`config.mk`:
```
export PLATFORM = sky130hd
export DESIGN_NAME = sld_top
export DESIGN_NICKNAME = d
export VERILOG_FILES = /design/src/design/sld_pkg.sv /design/src/design/sld_top.sv /design/src/design/sld_ser.sv /design/src/design/sld_des.sv
export VERILOG_INCLUDE_DIRS = /design/src /design/src/design
export SDC_FILE = /design/constraint.sdc
export NUM_CORES = 1
export LEC_CHECK = 0
export ABC_CLOCK_PERIOD_IN_PS = 2400
export BUFFER_PORTS_ARGS = -buffer_cell sky130_fd_sc_hd__buf_4
export CORE_ASPECT_RATIO = 1.5
export CORE_MARGIN = 1
export CORE_UTILIZATION = 50
export CTS_BUF_LIST = sky130_fd_sc_hd__clkbuf_8
export DETAILED_ROUTE_END_ITERATION = 12
export HOLD_SLACK_MARGIN = 0.06
export PLACE_DENSITY = 0.77
export SETUP_SLACK_MARGIN = 0.3
export SYNTH_ARGS = -nofsm -noshare
export SYNTH_HDL_FRONTEND = slang
export SYNTH_SLANG_ARGS = --single-unit
```
`constraint.sdc`:
```
create_clock -name aclk -period 2.4 [get_ports aclk]
set_clock_uncertainty 0.2 [all_clocks]
set_input_delay 0.48 -clock aclk [delete_from_list [all_inputs] [get_ports aclk]]
set_output_delay 0.48 -clock aclk [all_outputs]
set_load 0.03 [all_outputs]
```
`src/design/sld_regs.svh`:
```
`ifndef SLD_REGS_SVH
`define SLD_REGS_SVH
// Functional notes
// - Capture all ten data inputs into holding register
// - Edge select high samples rising, low falling
// - Serial output enable low tri-states both lines
// - Power-down low stops PLL, tri-states, sleeps
// - Sync request sends at least 1024 sync symbols
// - Sync continues while request stays high
// - Two sync request inputs are ORed together
// - Undriven TDI, TMS, TRST default to high
// - Receive edge select picks data launch edge
// - Lock output low when locked, push-pull
// - Recovered clock at word rate times outputs
// - Output enable low tri-states data and clock
// - Two clock bits framed around each word
// - Lock lost after four consecutive bad words
// - Outputs tri-stated after power-up until locked

// ***************************************************
// Register byte offsets
// ***************************************************
`define SLD_OFF_CTRL 4'h0
`define SLD_OFF_STATUS 4'h4
`define SLD_OFF_IRQ_STAT 4'h8
`define SLD_OFF_IRQ_MASK 4'hC

// ***************************************************
// Field positions
// ***************************************************
`define SLD_CTRL_LOOPBACK 0
`define SLD_ST_LOCKED 0
`define SLD_ST_SYNC 1
`define SLD_ST_TX_PWR 2
`define SLD_ST_RX_PWR 3
`define SLD_ST_REF 4
`define SLD_ST_TDI 5
`define SLD_ST_TMS 6
`define SLD_ST_TRST 7
`define SLD_ST_W 8
`define SLD_IRQ_LOCK 0
`define SLD_IRQ_LOSS 1
`define SLD_IRQ_SYNC 2
`define SLD_IRQ_W 3

// ***************************************************
// Link constants
// ***************************************************
`define SLD_SYNC_SYMS 1024
`define SLD_LOSS_WORDS 4
`define SLD_LOCK_WORDS 4
`define SLD_SYNC_WORD 10'h3E0
`define SLD_FRAME_CLK_BITS 2
`define SLD_RESP_OKAY 2'h0
`define SLD_RESP_SLVERR 2'h2

`endif

```
`src/design/sld_pkg.sv`:
```
package sld_pkg;
  // AXI response code
  typedef logic [1:0] sld_resp_type;
  // Serializer word source
  typedef enum logic [0:0] {SER_DATA, SER_SYNC} sld_ser_state_type;
  // Deserializer lock state
  typedef enum logic [0:0] {DES_HUNT, DES_LOCKED} sld_des_state_type;
endpackage : sld_pkg

```
`src/design/sld_top.sv`:
```
`include "sld_regs.svh"
module sld_top #(
  parameter int ADDR_W = 4,
  parameter int DATA_W = 10
) (
  input wire logic aclk,
  input wire logic aresetn,
  // AXI4-Lite slave
  input wire logic [ADDR_W-1:0] awaddr,
  input wire logic awvalid,
  output logic awready,
  input wire logic [31:0] wdata,
  input wire logic [3:0] wstrb,
  input wire logic wvalid,
  output logic wready,
  output sld_pkg::sld_resp_type bresp,
  output logic bvalid,
  input wire logic bready,
  input wire logic [ADDR_W-1:0] araddr,
  input wire logic arvalid,
  output logic arready,
  output logic [31:0] rdata,
  output sld_pkg::sld_resp_type rresp,
  output logic rvalid,
  input wire logic rready,
  output logic irq,
  // Serializer pins
  input wire logic transmit_clock,
  input wire logic tx_edge_select,
  input wire logic serial_output_enable,
  input wire logic tx_power_down_n,
  input wire logic tx_sync_a,
  input wire logic tx_sync_b,
  input wire logic [DATA_W-1:0] tx_data_in,
  output logic serial_out_pos,
  output logic serial_out_neg,
  output logic serial_out_oe,
  // Deserializer pins
  input wire logic serial_in_pos,
  input wire logic serial_in_neg,
  input wire logic rx_power_down_n,
  input wire logic rx_output_enable,
  input wire logic rx_edge_select,
  input wire logic pll_reference_clock,
  output logic [DATA_W-1:0] parallel_data_out,
  output logic parallel_data_oe,
  output logic recovered_clock,
  output logic recovered_clock_oe,
  output logic lock_n,
  output logic lock_oe,
  // Test access inputs with drive indication
  input wire logic jtag_tdi,
  input wire logic jtag_tdi_driven,
  input wire logic jtag_tms,
  input wire logic jtag_tms_driven,
  input wire logic jtag_trst,
  input wire logic jtag_trst_driven
);
  import sld_pkg::*;

  // ***************************************************
  // Elaboration checks
  // ***************************************************
  // Sync word and frame layout are fixed for ten data bits
  if (DATA_W != 10) begin : g_bad_width
    $error("sld_top: DATA_W must be 10");
  end
  if (ADDR_W < 4) begin : g_bad_addr
    $error("sld_top: ADDR_W must be at least 4");
  end

  // ***************************************************
  // Pin synchronisers
  // ***************************************************
  localparam int NPIN = DATA_W + 18;
  wire [NPIN-1:0] pins_in = {tx_data_in, transmit_clock, tx_edge_select,
    serial_output_enable, tx_power_down_n, tx_sync_a, tx_sync_b,
    serial_in_pos, serial_in_neg, rx_power_down_n, rx_output_enable,
    rx_edge_select, pll_reference_clock, jtag_tdi, jtag_tdi_driven,
    jtag_tms, jtag_tms_driven, jtag_trst, jtag_trst_driven};
  logic [NPIN-1:0] meta_r; // First stage, read only by second stage
  logic [NPIN-1:0] pin_r; // Second stage, safe to use

  // Two flops per pin; every pin is asynchronous to aclk
  always_ff @(posedge aclk) begin
    if (!aresetn) begin
      meta_r <= '0;
      pin_r <= '0;
    end else begin
      meta_r <= pins_in;
      pin_r <= meta_r;
    end
  end

  // Named views of synchronised pins
  wire [DATA_W-1:0] s_din = pin_r[NPIN-1:18];
  wire s_tx_clk = pin_r[17];
  wire s_tx_edge = pin_r[16];
  wire s_tx_oe = pin_r[15];
  wire s_tx_pwr = pin_r[14];
  wire s_sync_a = pin_r[13];
  wire s_sync_b = pin_r[12];
  wire s_rin_pos = pin_r[11];
  wire s_rin_neg = pin_r[10];
  wire s_rx_pwr = pin_r[9];
  wire s_ren = pin_r[8];
  wire s_rx_edge = pin_r[7];
  wire s_ref = pin_r[6];
  // Undriven test inputs read as high
  wire tdi_lvl = pin_r[4] ? pin_r[5] : 1'b1;
  wire tms_lvl = pin_r[2] ? pin_r[3] : 1'b1;
  wire trst_lvl = pin_r[0] ? pin_r[1] : 1'b1;

  // ***************************************************
  // Reference clock presence
  // ***************************************************
  logic ref_d_r; // Previous reference level
  logic ref_seen_r; // Reference has toggled since power-up

  // Receiver stays asleep until a reference edge is seen
  always_ff @(posedge aclk) begin
    if (!aresetn || !s_rx_pwr) begin
      ref_d_r <= 1'b0;
      ref_seen_r <= 1'b0;
    end else begin
      ref_d_r <= s_ref;
      ref_seen_r <= ref_seen_r | (s_ref ^ ref_d_r);
    end
  end

  // ***************************************************
  // Registers
  // ***************************************************
  logic ctrl_loop_r; // Loop serial output back into receiver
  logic [`SLD_IRQ_W-1:0] irq_stat_r; // Sticky event bits
  logic [`SLD_IRQ_W-1:0] irq_mask_r; // Interrupt enables
  logic awready_r;
  logic arready_r;

  wire ser_sync_active;
  wire ser_sync_done;
  wire des_locked;
  wire des_gain;
  wire des_loss;
  wire ser_pos;

  // Write and read decode
  wire wr_take = awready_r & awvalid & wvalid;
  wire rd_take = arready_r & arvalid;
  wire wr_ctrl = wr_take & (awaddr == ADDR_W'(`SLD_OFF_CTRL)) & wstrb[0];
  wire wr_clr = wr_take & (awaddr == ADDR_W'(`SLD_OFF_IRQ_STAT)) & wstrb[0];
  wire wr_mask = wr_take & (awaddr == ADDR_W'(`SLD_OFF_IRQ_MASK)) & wstrb[0];
  wire wr_hit = (awaddr == ADDR_W'(`SLD_OFF_CTRL)) |
    (awaddr == ADDR_W'(`SLD_OFF_STATUS)) |
    (awaddr == ADDR_W'(`SLD_OFF_IRQ_STAT)) |
    (awaddr == ADDR_W'(`SLD_OFF_IRQ_MASK));
  wire rd_ctrl = (araddr == ADDR_W'(`SLD_OFF_CTRL));
  wire rd_status = (araddr == ADDR_W'(`SLD_OFF_STATUS));
  wire rd_stat = (araddr == ADDR_W'(`SLD_OFF_IRQ_STAT));
  wire rd_mask = (araddr == ADDR_W'(`SLD_OFF_IRQ_MASK));
  wire rd_hit = rd_ctrl | rd_status | rd_stat | rd_mask;
  wire [`SLD_ST_W-1:0] status_w = {trst_lvl, tms_lvl, tdi_lvl, ref_seen_r,
    s_rx_pwr, s_tx_pwr, ser_sync_active, des_locked};
  wire [31:0] rd_mux = rd_ctrl ? {31'h0, ctrl_loop_r} :
    rd_status ? {24'h0, status_w} :
    rd_stat ? {29'h0, irq_stat_r} :
    rd_mask ? {29'h0, irq_mask_r} : 32'h0;
  wire [`SLD_IRQ_W-1:0] events = {ser_sync_done, des_loss, des_gain};
  // A new event wins over a clear in the same cycle
  wire [`SLD_IRQ_W-1:0] stat_nxt =
    (irq_stat_r & ~(wr_clr ? wdata[`SLD_IRQ_W-1:0] : '0)) | events;

  // Write channel: take address and data together, then respond
  always_ff @(posedge aclk) begin
    if (!aresetn) begin
      awready_r <= 1'b0;
      bvalid <= 1'b0;
      bresp <= `SLD_RESP_OKAY;
    end else begin
      awready_r <= awvalid & wvalid & ~awready_r & ~bvalid;
      if (wr_take) begin
        bvalid <= 1'b1;
        bresp <= wr_hit ? `SLD_RESP_OKAY : `SLD_RESP_SLVERR;
      end else if (bready) begin
        bvalid <= 1'b0;
      end
    end
  end
  assign awready = awready_r;
  assign wready = awready_r;

  // Read channel: one-cycle ready, data registered at the take
  always_ff @(posedge aclk) begin
    if (!aresetn) begin
      arready_r <= 1'b0;
      rvalid <= 1'b0;
      rdata <= 32'h0;
      rresp <= `SLD_RESP_OKAY;
    end else begin
      arready_r <= arvalid & ~arready_r & ~rvalid;
      if (rd_take) begin
        rvalid <= 1'b1;
        rdata <= rd_mux;
        rresp <= rd_hit ? `SLD_RESP_OKAY : `SLD_RESP_SLVERR;
      end else if (rready) begin
        rvalid <= 1'b0;
      end
    end
  end
  assign arready = arready_r;

  // Control, sticky status, mask and interrupt line
  always_ff @(posedge aclk) begin
    if (!aresetn) begin
      ctrl_loop_r <= 1'b0;
      irq_stat_r <= '0;
      irq_mask_r <= '0;
      irq <= 1'b0;
    end else begin
      if (wr_ctrl) begin
        ctrl_loop_r <= wdata[`SLD_CTRL_LOOPBACK];
      end
      if (wr_mask) begin
        irq_mask_r <= wdata[`SLD_IRQ_W-1:0];
      end
      irq_stat_r <= stat_nxt;
      irq <= |(stat_nxt & irq_mask_r);
    end
  end

  // ***************************************************
  // Serializer and deserializer
  // ***************************************************
  sld_ser #(
    .DATA_W(DATA_W),
    .SYNC_SYMS(`SLD_SYNC_SYMS)
  ) u_ser (
    .aclk(aclk),
    .aresetn(aresetn),
    .enable(s_tx_pwr),
    .tx_clk_s(s_tx_clk),
    .edge_sel(s_tx_edge),
    .sync_req(s_sync_a | s_sync_b),
    .oe_req(s_tx_oe),
    .din(s_din),
    .serial_out_pos(ser_pos),
    .serial_out_neg(serial_out_neg),
    .serial_out_oe(serial_out_oe),
    .sync_active(ser_sync_active),
    .sync_done(ser_sync_done)
  );
  assign serial_out_pos = ser_pos;

  // Differential receive bit, or the local output when looped back
  wire rx_bit = ctrl_loop_r ? ser_pos : (s_rin_pos & ~s_rin_neg);

  sld_des #(
    .DATA_W(DATA_W),
    .LOCK_WORDS(`SLD_LOCK_WORDS),
    .LOSS_WORDS(`SLD_LOSS_WORDS)
  ) u_des (
    .aclk(aclk),
    .aresetn(aresetn),
    .enable(s_rx_pwr & ref_seen_r),
    .serial_bit(rx_bit),
    .edge_sel(s_rx_edge),
    .out_en(s_ren),
    .parallel_data_out(parallel_data_out),
    .parallel_data_oe(parallel_data_oe),
    .recovered_clock(recovered_clock),
    .recovered_clock_oe(recovered_clock_oe),
    .lock_n(lock_n),
    .lock_oe(lock_oe),
    .locked(des_locked),
    .lock_gain(des_gain),
    .lock_loss(des_loss)
  );
endmodule : sld_top

```
`src/design/sld_ser.sv`:
```
`include "sld_regs.svh"
module sld_ser #(
  parameter int DATA_W = 10,
  parameter int SYNC_SYMS = `SLD_SYNC_SYMS
) (
  input wire logic aclk,
  input wire logic aresetn,
  input wire logic enable,
  input wire logic tx_clk_s,
  input wire logic edge_sel,
  input wire logic sync_req,
  input wire logic oe_req,
  input wire logic [DATA_W-1:0] din,
  output logic serial_out_pos,
  output logic serial_out_neg,
  output logic serial_out_oe,
  output logic sync_active,
  output logic sync_done
);
  import sld_pkg::*;
  localparam int FRAME = DATA_W + `SLD_FRAME_CLK_BITS;
  localparam int CW = $clog2(FRAME);
  localparam int SW = $clog2(SYNC_SYMS + 1);

  logic tx_clk_d_r; // Previous transmit clock level
  logic [DATA_W-1:0] hold_r; // Captured parallel word
  logic [FRAME-1:0] shift_r; // Frame being sent, MSB first
  logic [CW-1:0] bit_r; // Bit position in frame
  logic [SW-1:0] cnt_r; // Sync symbols sent in this burst
  logic pend_r; // Sync request seen since last frame load
  sld_ser_state_type state_r;

  // Active edge picked by edge select
  wire cap = edge_sel ? (tx_clk_s & ~tx_clk_d_r) : (~tx_clk_s & tx_clk_d_r);
  wire load = (bit_r == '0);
  // Short requests are remembered so a pulse between loads is not lost
  wire req = sync_req | pend_r;
  wire burst_short = (cnt_r != SW'(SYNC_SYMS));
  wire send_sync = (state_r == SER_SYNC) ? (burst_short | req) : req;
  wire [DATA_W-1:0] word = send_sync ? `SLD_SYNC_WORD : hold_r;
  wire [CW-1:0] bit_nxt = (bit_r == CW'(FRAME - 1)) ? '0 : bit_r + 1'b1;
  wire [SW-1:0] cnt_nxt = (state_r == SER_DATA) ? SW'(1) :
    (burst_short ? cnt_r + 1'b1 : cnt_r);

  // ***************************************************
  // Capture, framing and sync bursts
  // ***************************************************
  always_ff @(posedge aclk) begin
    if (!aresetn || !enable) begin
      tx_clk_d_r <= 1'b0;
      hold_r <= '0;
      shift_r <= '0;
      bit_r <= '0;
      cnt_r <= '0;
      pend_r <= 1'b0;
      state_r <= SER_DATA;
      serial_out_pos <= 1'b0;
      serial_out_neg <= 1'b0;
      serial_out_oe <= 1'b0;
      sync_active <= 1'b0;
      sync_done <= 1'b0;
    end else begin
      tx_clk_d_r <= tx_clk_s;
      // All ten bits move together on the active edge
      if (cap) begin
        hold_r <= din;
      end
      bit_r <= bit_nxt;
      sync_done <= 1'b0;
      if (load) begin
        // Leading one and trailing zero carry the timing
        shift_r <= {1'b1, word, 1'b0};
        pend_r <= 1'b0;
        sync_active <= send_sync;
        if (send_sync) begin
          state_r <= SER_SYNC;
          cnt_r <= cnt_nxt;
        end else begin
          state_r <= SER_DATA;
          cnt_r <= '0;
          sync_done <= (state_r == SER_SYNC);
        end
      end else begin
        shift_r <= {shift_r[FRAME-2:0], 1'b0};
        pend_r <= pend_r | sync_req;
      end
      serial_out_pos <= shift_r[FRAME-1];
      serial_out_neg <= ~shift_r[FRAME-1];
      serial_out_oe <= oe_req;
    end
  end
endmodule : sld_ser

```
`src/design/sld_des.sv`:
```
`include "sld_regs.svh"
module sld_des #(
  parameter int DATA_W = 10,
  parameter int LOCK_WORDS = `SLD_LOCK_WORDS,
  parameter int LOSS_WORDS = `SLD_LOSS_WORDS
) (
  input wire logic aclk,
  input wire logic aresetn,
  input wire logic enable,
  input wire logic serial_bit,
  input wire logic edge_sel,
  input wire logic out_en,
  output logic [DATA_W-1:0] parallel_data_out,
  output logic parallel_data_oe,
  output logic recovered_clock,
  output logic recovered_clock_oe,
  output logic lock_n,
  output logic lock_oe,
  output logic locked,
  output logic lock_gain,
  output logic lock_loss
);
  import sld_pkg::*;
  localparam int FRAME = DATA_W + `SLD_FRAME_CLK_BITS;
  localparam int CW = $clog2(FRAME);
  localparam int HALF = FRAME / 2;
  localparam int GW = $clog2(LOCK_WORDS + 1);
  localparam int BW = $clog2(LOSS_WORDS + 1);

  logic [FRAME-1:0] win_r; // Last frame's worth of serial bits
  logic [CW-1:0] bit_r; // Assumed bit position
  logic [GW-1:0] good_r; // Consecutive good frames while hunting
  logic [BW-1:0] bad_r; // Consecutive bad frames while locked
  logic [DATA_W-1:0] word_r; // Last good word
  sld_des_state_type state_r;

  wire boundary = (bit_r == CW'(FRAME - 1));
  wire frame_ok = win_r[FRAME-1] & ~win_r[0];
  // A failed frame while hunting holds the counter: slip one bit
  wire slip = boundary & ~frame_ok & (state_r == DES_HUNT);
  wire [CW-1:0] bit_nxt = boundary ? (slip ? bit_r : '0) : bit_r + 1'b1;
  wire launch = edge_sel ? (bit_r == '0) : (bit_r == CW'(HALF));

  // ***************************************************
  // Alignment, lock tracking and output timing
  // ***************************************************
  always_ff @(posedge aclk) begin
    if (!aresetn || !enable) begin
      win_r <= '0;
      bit_r <= '0;
      good_r <= '0;
      bad_r <= '0;
      word_r <= '0;
      state_r <= DES_HUNT;
      parallel_data_out <= '0;
      parallel_data_oe <= 1'b0;
      recovered_clock <= 1'b0;
      recovered_clock_oe <= 1'b0;
      lock_n <= 1'b1;
      lock_oe <= 1'b0;
      locked <= 1'b0;
      lock_gain <= 1'b0;
      lock_loss <= 1'b0;
    end else begin
      win_r <= {win_r[FRAME-2:0], serial_bit};
      bit_r <= bit_nxt;
      lock_gain <= 1'b0;
      lock_loss <= 1'b0;
      if (boundary) begin
        unique case (state_r)
          DES_HUNT: begin
            if (!frame_ok) begin
              good_r <= '0;
            end else if (good_r == GW'(LOCK_WORDS - 1)) begin
              state_r <= DES_LOCKED;
              good_r <= '0;
              bad_r <= '0;
              word_r <= win_r[FRAME-2:1];
              lock_gain <= 1'b1;
            end else begin
              good_r <= good_r + 1'b1;
            end
          end
          DES_LOCKED: begin
            if (frame_ok) begin
              bad_r <= '0;
              word_r <= win_r[FRAME-2:1];
            end else if (bad_r == BW'(LOSS_WORDS - 1)) begin
              // Only a full run of bad words drops lock
              state_r <= DES_HUNT;
              bad_r <= '0;
              lock_loss <= 1'b1;
            end else begin
              bad_r <= bad_r + 1'b1;
            end
          end
        endcase
      end
      locked <= (state_r == DES_LOCKED);
      // High for the first half of each frame: word-rate clock
      recovered_clock <= (bit_r < CW'(HALF));
      if (launch) begin
        parallel_data_out <= word_r;
      end
      // Data and clock float unless enabled and locked
      parallel_data_oe <= out_en & (state_r == DES_LOCKED);
      recovered_clock_oe <= out_en & (state_r == DES_LOCKED);
      lock_n <= (state_r != DES_LOCKED);
      lock_oe <= 1'b1;
    end
  end
endmodule : sld_des

```
Yosys cells after proc, flatten, opt, wreduce, memory -nomap -nowiden --
Index checks and enable logic that the tools add are counted.
Operators by class: $add $sub $neg 5, order comparisons 1, equality and inequality tests 17, mux-type cells 44, bitwise gates (word level) 50, reductions and logical operators 23
Operators by type and width (count):
- $mux W10 | 4
- $mux W11 | 3
- $mux W3 | 9
- $eq A4 B4 Y1 const B | 6
- $and A1 B1 Y1 | 22
- $pmux W10 S2 | 1
- $mux W1 | 18
- $logic_not A4 Y1 | 4
- $mux W8 | 2
- $not A1 Y1 | 13
- $eq A4 B3 Y1 const B | 3
- $mux W12 | 1
- $add A11 B1 Y11 const B | 1
- $ne A11 B11 Y1 const B | 1
- $or A1 B1 Y1 | 10
- $reduce_or A3 Y1 | 3
- $add A4 B1 Y4 const B | 2
- $mux W4 | 2
- $add A3 B1 Y3 const B | 2
- $and A3 B3 Y3 | 2
- $eq A3 B2 Y1 const B | 2
- $pmux W3 S2 | 1
- $logic_not A1 Y1 | 4
- $lt A4 B3 Y1 const B | 1
- 15 further kinds | 23
Storage, ports and cells: flip-flop bits (word level) 201, output and inout bits 60, logic and storage cells 181

Logic depth before layout (Yosys ltp) --
Gate-level depths: netlist (run 1).
word-level depth 10, depth in mapped cells 8, gate-level depth less buffers 6

Cells and area by module --
Synthesis (run 1) repeated with hierarchy kept, for this count alone.
Second synthesis, totals: cells, all modules 627, area, all modules 6518.8 um^2
Modules (own cells, without submodules):
- sld_top | instances 1, cells an instance 263, area each 2822.7 um^2, seq. area each 1601.5 um^2
- sld_des | instances 1, cells an instance 188, area each 1908.1 um^2, seq. area each 1001.0 um^2
- sld_ser | instances 1, cells an instance 176, area each 1788.0 um^2, seq. area each 860.8 um^2

Worst setup path after synthesis (run 1) --
No wires, ideal clock.
path kind register -> register, start register u_ser.cnt_r[2], end register u_ser.shift_r[10], arrival 1941 ps, required time 2081 ps, slack 141 ps, cell stages (with the launch flop) 8, path buffers 3, clock period less this slack 2259 ps, cells stage by stage dfxtp_1 -> buf_6 -> or4b_4 -> or3_1 -> buf_2 -> a21o_1 -> buf_6 -> o221a_1
On the way: longest elaborated chain between the ends 5
RTL lines:
- start: declaration | RTL line sld_ser.sv:29 | logic [SW-1:0] cnt_r;
- start signal: assignment | RTL line sld_ser.sv:77 | cnt_r <= cnt_nxt;
- $ne A11 B11 Y1 | RTL line sld_ser.sv:38 | wire burst_short = (cnt_r != SW'(SYNC_SYMS));
- $or A1 B1 Y1 | RTL line sld_ser.sv:39 | wire send_sync = (state_r == SER_SYNC) ? (burst_short | req) : req;
- $mux W1 | RTL line sld_ser.sv:39
- $mux W10 | RTL line sld_ser.sv:40 | wire [DATA_W-1:0] word = send_sync ? `SLD_SYNC_WORD : hold_r;
- $mux W12 | RTL line sld_ser.sv:70 | if (load) begin
- end signal: assignment | RTL line sld_ser.sv:72 | shift_r <= {1'b1, word, 1'b0};
- end signal: assignment | RTL line sld_ser.sv:84 | shift_r <= {shift_r[FRAME-2:0], 1'b0};
- end: declaration | RTL line sld_ser.sv:27 | logic [FRAME-1:0] shift_r;
Every way passes these cells. A chain may end at the register's enable or synchronous reset.

Final worst setup path (run 1) --
start register u_ser.cnt_r[6], end register u_ser.shift_r[7]
Same word-level chain as after synthesis.

==> flow_summary_export.csv, run 1 <==
group,metric,value,unit
outcome,status,"finished, final reports clean",
finish,nets,827,
die,dieArea,13050,um2
routing,wl,12210,um
yosys,synth_top_area_share,55.03,%
yosys,yosys_warnings,0,
setup_path,cp-start-kind,"flop",
setup_path,critical_path_buf_inv_count,0,
yosys,async_flop_share,0,%
pwr,powerDensity,674.0,nW/um2
sta,relSlewSlack,60.94,%
global_routing,grt_pass1_wl,20470,um
place,place.gp.congestion,0.7637,
finish,drive_gt1_share,20.35,%
pwr,power_leakage,3.171,nW
global_routing,grt_pass1_vias,4585,
yosys,synth_top_family_by_area,"simple AND/OR/NAND/NOR gates",
setup_path,path_delay_family,"simple AND/OR/NAND/NOR gates",
yosys,synthCells,622,
global_routing,grt_max_degree,66,
finish,stdcell_area,7736,um2
finish,antenna_cells,0,
routing,viasPerCell,5.098,
clock_network,clock-sinks,173,
global_routing,grt_usage,19.58,%
place,io_buffer_count,80,
yosys,ys_seq_area_share,55.03,%
setup_path,crit_fanout,6,
setup_path,critPathSlowestCell,"or4_4",
clock_network,cts_tree,"built",
yosys,yosys.area.top_type,"dfxtp_1",
pwr,ir_drop,568.0,uV
finish,fin_util,63.73,%
die,initial_core_util,51.84,%
die,rows,49,
yosys,synth.avg_cell_area,10.12,um2
sta,min_period,2063,ps
setup_path,cp.arrival,2210,ps
hold_path,hold_class,"input pin to flop",
pwr,power,5.214,mW
routing,drt-initial-drc-count,157,
clock_network,cts.reportedPaths.clkPinSlew,100,ps
yosys,synth_mux_area_share,6.282,%
clock_network,cts_made_buffers,17,
finish,nFillCells,985,
setup_path,max_stage_delay,530,ps
hold_path,hold_depth,3,
die,die_h,139.4,um
setup_path,critPathCaptureType,"flop",
finish,final_common_cell,"dfxtp_1",
setup_path,path_cells,"or4_4, or3_4, a21o_4, o221a_2",
flow_run,maxCapViolations,0,
sta,min_period_over_period,85.98,%
yosys,synth_fa_ha_area_share,1.789,%
yosys,synth_compound_area_share,7.734,%
place,placed_area,6955,um2
global_routing,antenna_found_initial,0,
yosys,synthXorXnorAreaFrac,1.113,%
sta,setup_viol_count_final,0,
setup_path,required,2550,ps
sta,worstMarginPinSlew,584.5,ps
routing,drt_pass1_iterations,4,
sta,drv_slew,0,
clock_network,cts.path.max_buffers,2,
die,die_w,93.61,um
global_routing,overflow,0,
yosys,dominantRegCellSynth,"dfxtp_1",
sta,finalSetupTns,0,ps
yosys,synth_edf_count,0,
yosys,ys_ff_latch,173,
routing,wl_per_cell,13.50,um
yosys,synth-simple-area-share,21.81,%
sta,hold_viol,0,
routing,ant_nets,0,
setup_path,path_class,"flop to flop",
yosys,synth_area,6294,um2
routing,drc_errors,0,
sta,fmax,0.4846,GHz
clock_network,cts_htree_levels,4,
die,pin_count,139,
setup_path,path_depth,4,
routing,vias,4614,
yosys,synth.top_cells.by_area,"dfxtp_1 (55%), and2_1 (6.7%), mux2i_1 (5.6%), nor2_1 (3.5%), buf_4 (3.3%)",
clock_network,root_buffer,"clkbuf_8",
die,core-area,12140,um2
clock_network,clkLatencyLatePin,450,ps
finish,layout_common_cells,"dfxtp_1 (169), buf_4 (101), and2_1 (67)",
yosys,synth.distinct_cells,57,
setup_path,reg2regPathDepth,4,
sta,rsz0062_at_grt,"no",
finish,syn_to_final_growth,22.92,%
place,dp_hpwl,8282,um
[final timing paths]
kind | slack [ps] | from | endpoint
setup / recovery | 340 | u_ser.cnt_r[6] | u_ser.shift_r[7]
hold / removal | 100 | rready | rvalid
setup reg to reg | 340 | u_ser.cnt_r[6] | u_ser.shift_r[7]
hold reg to reg | 230 | meta_r[12] | pin_r[12]
[flip-flops by register name (all words and copies together), names as in the netlist, 3 cells and up]
name and cells:
u_ser.shift_r 11, u_des.win_r 12, u_ser.hold_r 10, u_des.parallel_data_out 10, irq_stat_r 3, rdata 8
irq_mask_r 3, pin_r 28, u_des.word_r 10, meta_r 28, u_des.bad_r 3, u_ser.bit_r 4
u_ser.cnt_r 11, u_des.bit_r 4, u_des.good_r 3
[Yosys cell counts (10+ instances only)]
| library cell | number |
|---|---|
| a21oi_1 | 14 |
| and2_1 | 67 |
| and3_1 | 10 |
| buf_4 | 28 |
| clkbuf_1 | 23 |
| dfxtp_1 | 173 |
| inv_1 | 13 |
| mux2i_1 | 35 |
| nand2_1 | 28 |
| nand2b_1 | 14 |
| nand3_1 | 22 |
| nor2_1 | 59 |
| nor2b_1 | 13 |
| o21ai_0 | 11 |
[layer usage]
metal	up-vias	part of all wire, %	GRT usage [%]
met2	114	54	34.95
met4	0	1.7	8.178
met1	2206	40	22.05
li1	2274	-	-
met5	-	0	0
met3	20	4.8	4.426
[cell type report]
type	count	area [um2]	area share (%)
Clock buffer	17	234.0	3.024
Clock inverter	15	168.9	2.183
Inverter	13	48.80	0.6308
Multi-Input combinational cell	404	2574	33.27
Sequential cell	173	3471	44.86
Tap cell	153	191.4	2.475
Timing Repair Buffer	130	1049	13.55
[cells by family (layout without fill, tap and decap cells)]
logic type                 after synthesis  after routing
adders and majority gates                9              9
DFF                                    173            173
muxes                                   38             38
xor gates and xnor gates                 8              8
AOI/OAI and AO/OA                       69             70
other                                    1             26
buffers and inverters                   71            175
and+or+nand+nor                        253            253
[timing repair]
item | CTS | global route
hold buffers | 29 | 0
pin swaps | 2 | 3
gates resized for setup | 6 | 5
buffers inserted | 3 | 3
gates cloned | 1 | 0
setup endpoints to repair | 10 | 6
endpoints found under the hold margin | 29 | 0
[worst reg2reg max path, stage by stage (launching register included)]
cell	delay [ps]
dfxtp_2	330
or4_4	530
or3_4	420
a21o_4	250
o221a_2	240
[through the flow]
step / hold slack (ps) / setup WS [ps] / instances
3_5_place_dp: 218.4 / 176.2 / 837
6_report: 100.6 / 336.5 / 905
5_1_grt: 85.67 / 306.9 / 905
3_3_place_gp: 215.1 / 203.6 / 837
4_1_cts: 71.00 / 310.9 / 902
2_1_floorplan: 185.3 / 269.6 / 647
[where the power goes]
| group | leakage, nW | internal, mW | total, mW | switching [mW] |
|---|---|---|---|---|
| combinational | 1.57 | 0.136 | 0.289 | 0.153 |
| clock | 0.196 | 0.877 | 1.99 | 1.11 |
| sequential | 1.41 | 2.92 | 2.94 | 0.0178 |
(Power assumes the default switching activity.)
==> run 2: changes to the inputs <==
BUFFER_PORTS_ARGS = -buffer_cell sky130_fd_sc_hd__buf_2   (was -buffer_cell sky130_fd_sc_hd__buf_4)
CORE_MARGIN = 2   (was 1)
==> run 2 against run 1 <==
Against the previous run:
- clock power hardly changed
- largest power group unchanged
- total power is 0.92% lower
- sequential power hardly changed
- largest cell class unchanged
- die area is 3.6% higher
- critical path type unchanged
==> flow_summary_export.csv, run 2 (synthesized netlist as in run 1, its figures left out) <==
group,metric,value,unit
sta,drv_slew,0,
die,rows,50,
setup_path,critPathSlowestCell,"or4_4",
setup_path,crit_fanout,7,
setup_path,max_stage_delay,540,ps
routing,drc_errors,0,
routing,ant_nets,0,
pwr,ir_drop,495.6,uV
pwr,combPwrFrac,5.1,%
finish,layout_common_cells,"dfxtp_1 (169), buf_2 (80), and2_1 (67)",
finish,nets,827,
sta,rsz0062_at_grt,"yes",
pwr,power_leakage,3.136,nW
flow_run,maxCapViolations,0,
pwr,powerDensity,684.5,nW/um2
clock_network,cts.path.max_buffers,2,
place,io_buffer_count,80,
clock_network,cts_htree_levels,4,
routing,wl_per_cell,13.63,um
clock_network,cts_tree,"built",
pwr,internal_power,3.828,mW
setup_path,rrSetupSlack,300,ps
finish,nFillCells,1030,
setup_path,cp.arrival,2240,ps
setup_path,reg2reg_from,"u_ser.cnt_r[6]",
hold_path,worstHoldStart,"awvalid",
hold_path,hold_class,"input pin to flop",
global_routing,grt_usage,18.93,%
finish,antenna_cells,0,
hold_path,whs_endpoint,"awready",
global_routing,grt_pass1_wl,20260,um
die,die_h,141.4,um
sta,min_period_over_period,87.50,%
finish,drive_gt1_share,20.61,%
setup_path,path_class,"flop to flop",
finish,final_common_cell,"dfxtp_1",
clock_network,root_buffer,"clkbuf_8",
clock_network,clkLatencyLatePin,450,ps
sta,setup_slack,299.9,ps
die,die_w,95.61,um
die,pin_count,139,
place,dp_hpwl,8317,um
routing,drt-initial-drc-count,215,
routing,wl,12380,um
pwr,p_sw_share,25.91,%
setup_path,path_cells,"or4_4, or3_4, a21o_4, o221a_1",
pwr,clock_power_share,38.0,%
sta,hold_viol,0,
sta,finalSetupTns,0,ps
outcome,status,"finished, final reports clean",
routing,drt_pass1_iterations,4,
finish,syn_to_final_growth,19.92,%
global_routing,grt_pass1_vias,4529,
place,dp_cells,841,
routing,viasPerCell,5.065,
finish,multiInputGateArea,2585,um2
global_routing,overflow,0,
die,dieArea,13520,um2
setup_path,reg2regPathDepth,4,
finish,layout.cells.non_filler,908,
clock_network,clock-sinks,173,
setup_path,worst_r2r_endpoint,"u_ser.shift_r[9]",
setup_path,required,2540,ps
die,initial_core_util,50.81,%
global_routing,antenna_found_initial,0,
finish,fin_util,60.93,%
hold_path,hold_depth,3,
clock_network,cts.reportedPaths.clkPinSlew,100,ps
clock_network,cts_made_buffers,17,
die,core-area,12390,um2
sta,fmax,0.4762,GHz
place,place.gp.congestion,0.8225,
sta,min_period,2100,ps
sta,setup_viol_count_final,0,
global_routing,grt_max_degree,39,
routing,vias,4599,
place,pre_cts_ws,169.6,ps
finish,largestRegisters,"meta_r x28, pin_r x28, u_des.win_r x12",
setup_path,critPathCaptureType,"flop",
finish,seq_area,3471,um2
setup_path,cp-start-kind,"flop",
pwr,seqPwrFrac,56.8,%
pwr,switchingPower,1.338,mW
## run 2: worst max-delay path, delay by kind of cell, from the launching register on
| kind | cells | cell delay, ps |
|---|---|---|
| compound gates | 2 | 470 |
| flops | 1 | 340 |
| simple gates | 2 | 970 |
## run 2: worst max path at each step
| stage | from | to | slack [ps] | depth (start not counted) |
|---|---|---|---|---|
| after floorplan | u_ser.cnt_r[2] | u_ser.shift_r[10] | 270 | 7 |
| after global placement | u_ser.cnt_r[8] | u_ser.shift_r[7] | 200 | 4 |
| after detailed placement | u_ser.cnt_r[8] | u_ser.shift_r[7] | 170 | 4 |
| after CTS | u_ser.cnt_r[3] | u_ser.shift_r[9] | 290 | 4 |
| after global routing | u_ser.cnt_r[6] | u_ser.shift_r[6] | 280 | 4 |
| final | u_ser.cnt_r[6] | u_ser.shift_r[9] | 300 | 4 |
## run 2: metal layers
layer / wire (um) / share of wire (%) / track usage, % / vias up
met1: 5041 / 41 / 21.34 / 2166
met2: 6518 / 53 / 33.35 / 124
met3: 510 / 4.1 / 4.886 / 30
li1: - / - / - / 2279
met5: 0 / 0 / 0 / -
met4: 305 / 2.5 / 7.669 / 0
## run 2: per-stage QoR
step           power, mW  instance area (um2)  hold WS (ps)
2_1_floorplan      3.187                 6391         185.3
3_3_place_gp       3.218                 6766         215.6
3_5_place_dp       3.226                 6766         217.7
4_1_cts            5.221                 7506         60.22
5_1_grt            5.363                 7547         75.18
6_report           5.166                 7547         86.60
## run 2: layout make-up
class,count,area share (%)
sequential,173,45.99
multi-input combinational,404,34.25
timing repair buffer,130,11.21
clock buffer,17,3.100
tap,156,2.586
clock inverter,15,2.221
inverter,13,0.6466
## run 2: what timing repair did
action / CTS / global route
gates cloned: 1 / 0
endpoints found under the setup margin: 10 / 21
hold buffers: 28 / 0
hold endpoints to repair: 28 / 0
gates resized for setup: 7 / 6
pin swaps: 4 / 4
buffers inserted: 3 / 3
## run 2: power by group through the flow
stage          registers [mW]  clock network, mW  logic (mW)
2_1_floorplan            3.01                  0       0.180
3_3_place_gp             3.00                  0       0.217
3_5_place_dp             3.00                  0       0.222
4_1_cts                  2.94               2.02       0.263
5_1_grt                  2.94               2.13       0.289
6_report                 2.94               1.96       0.266
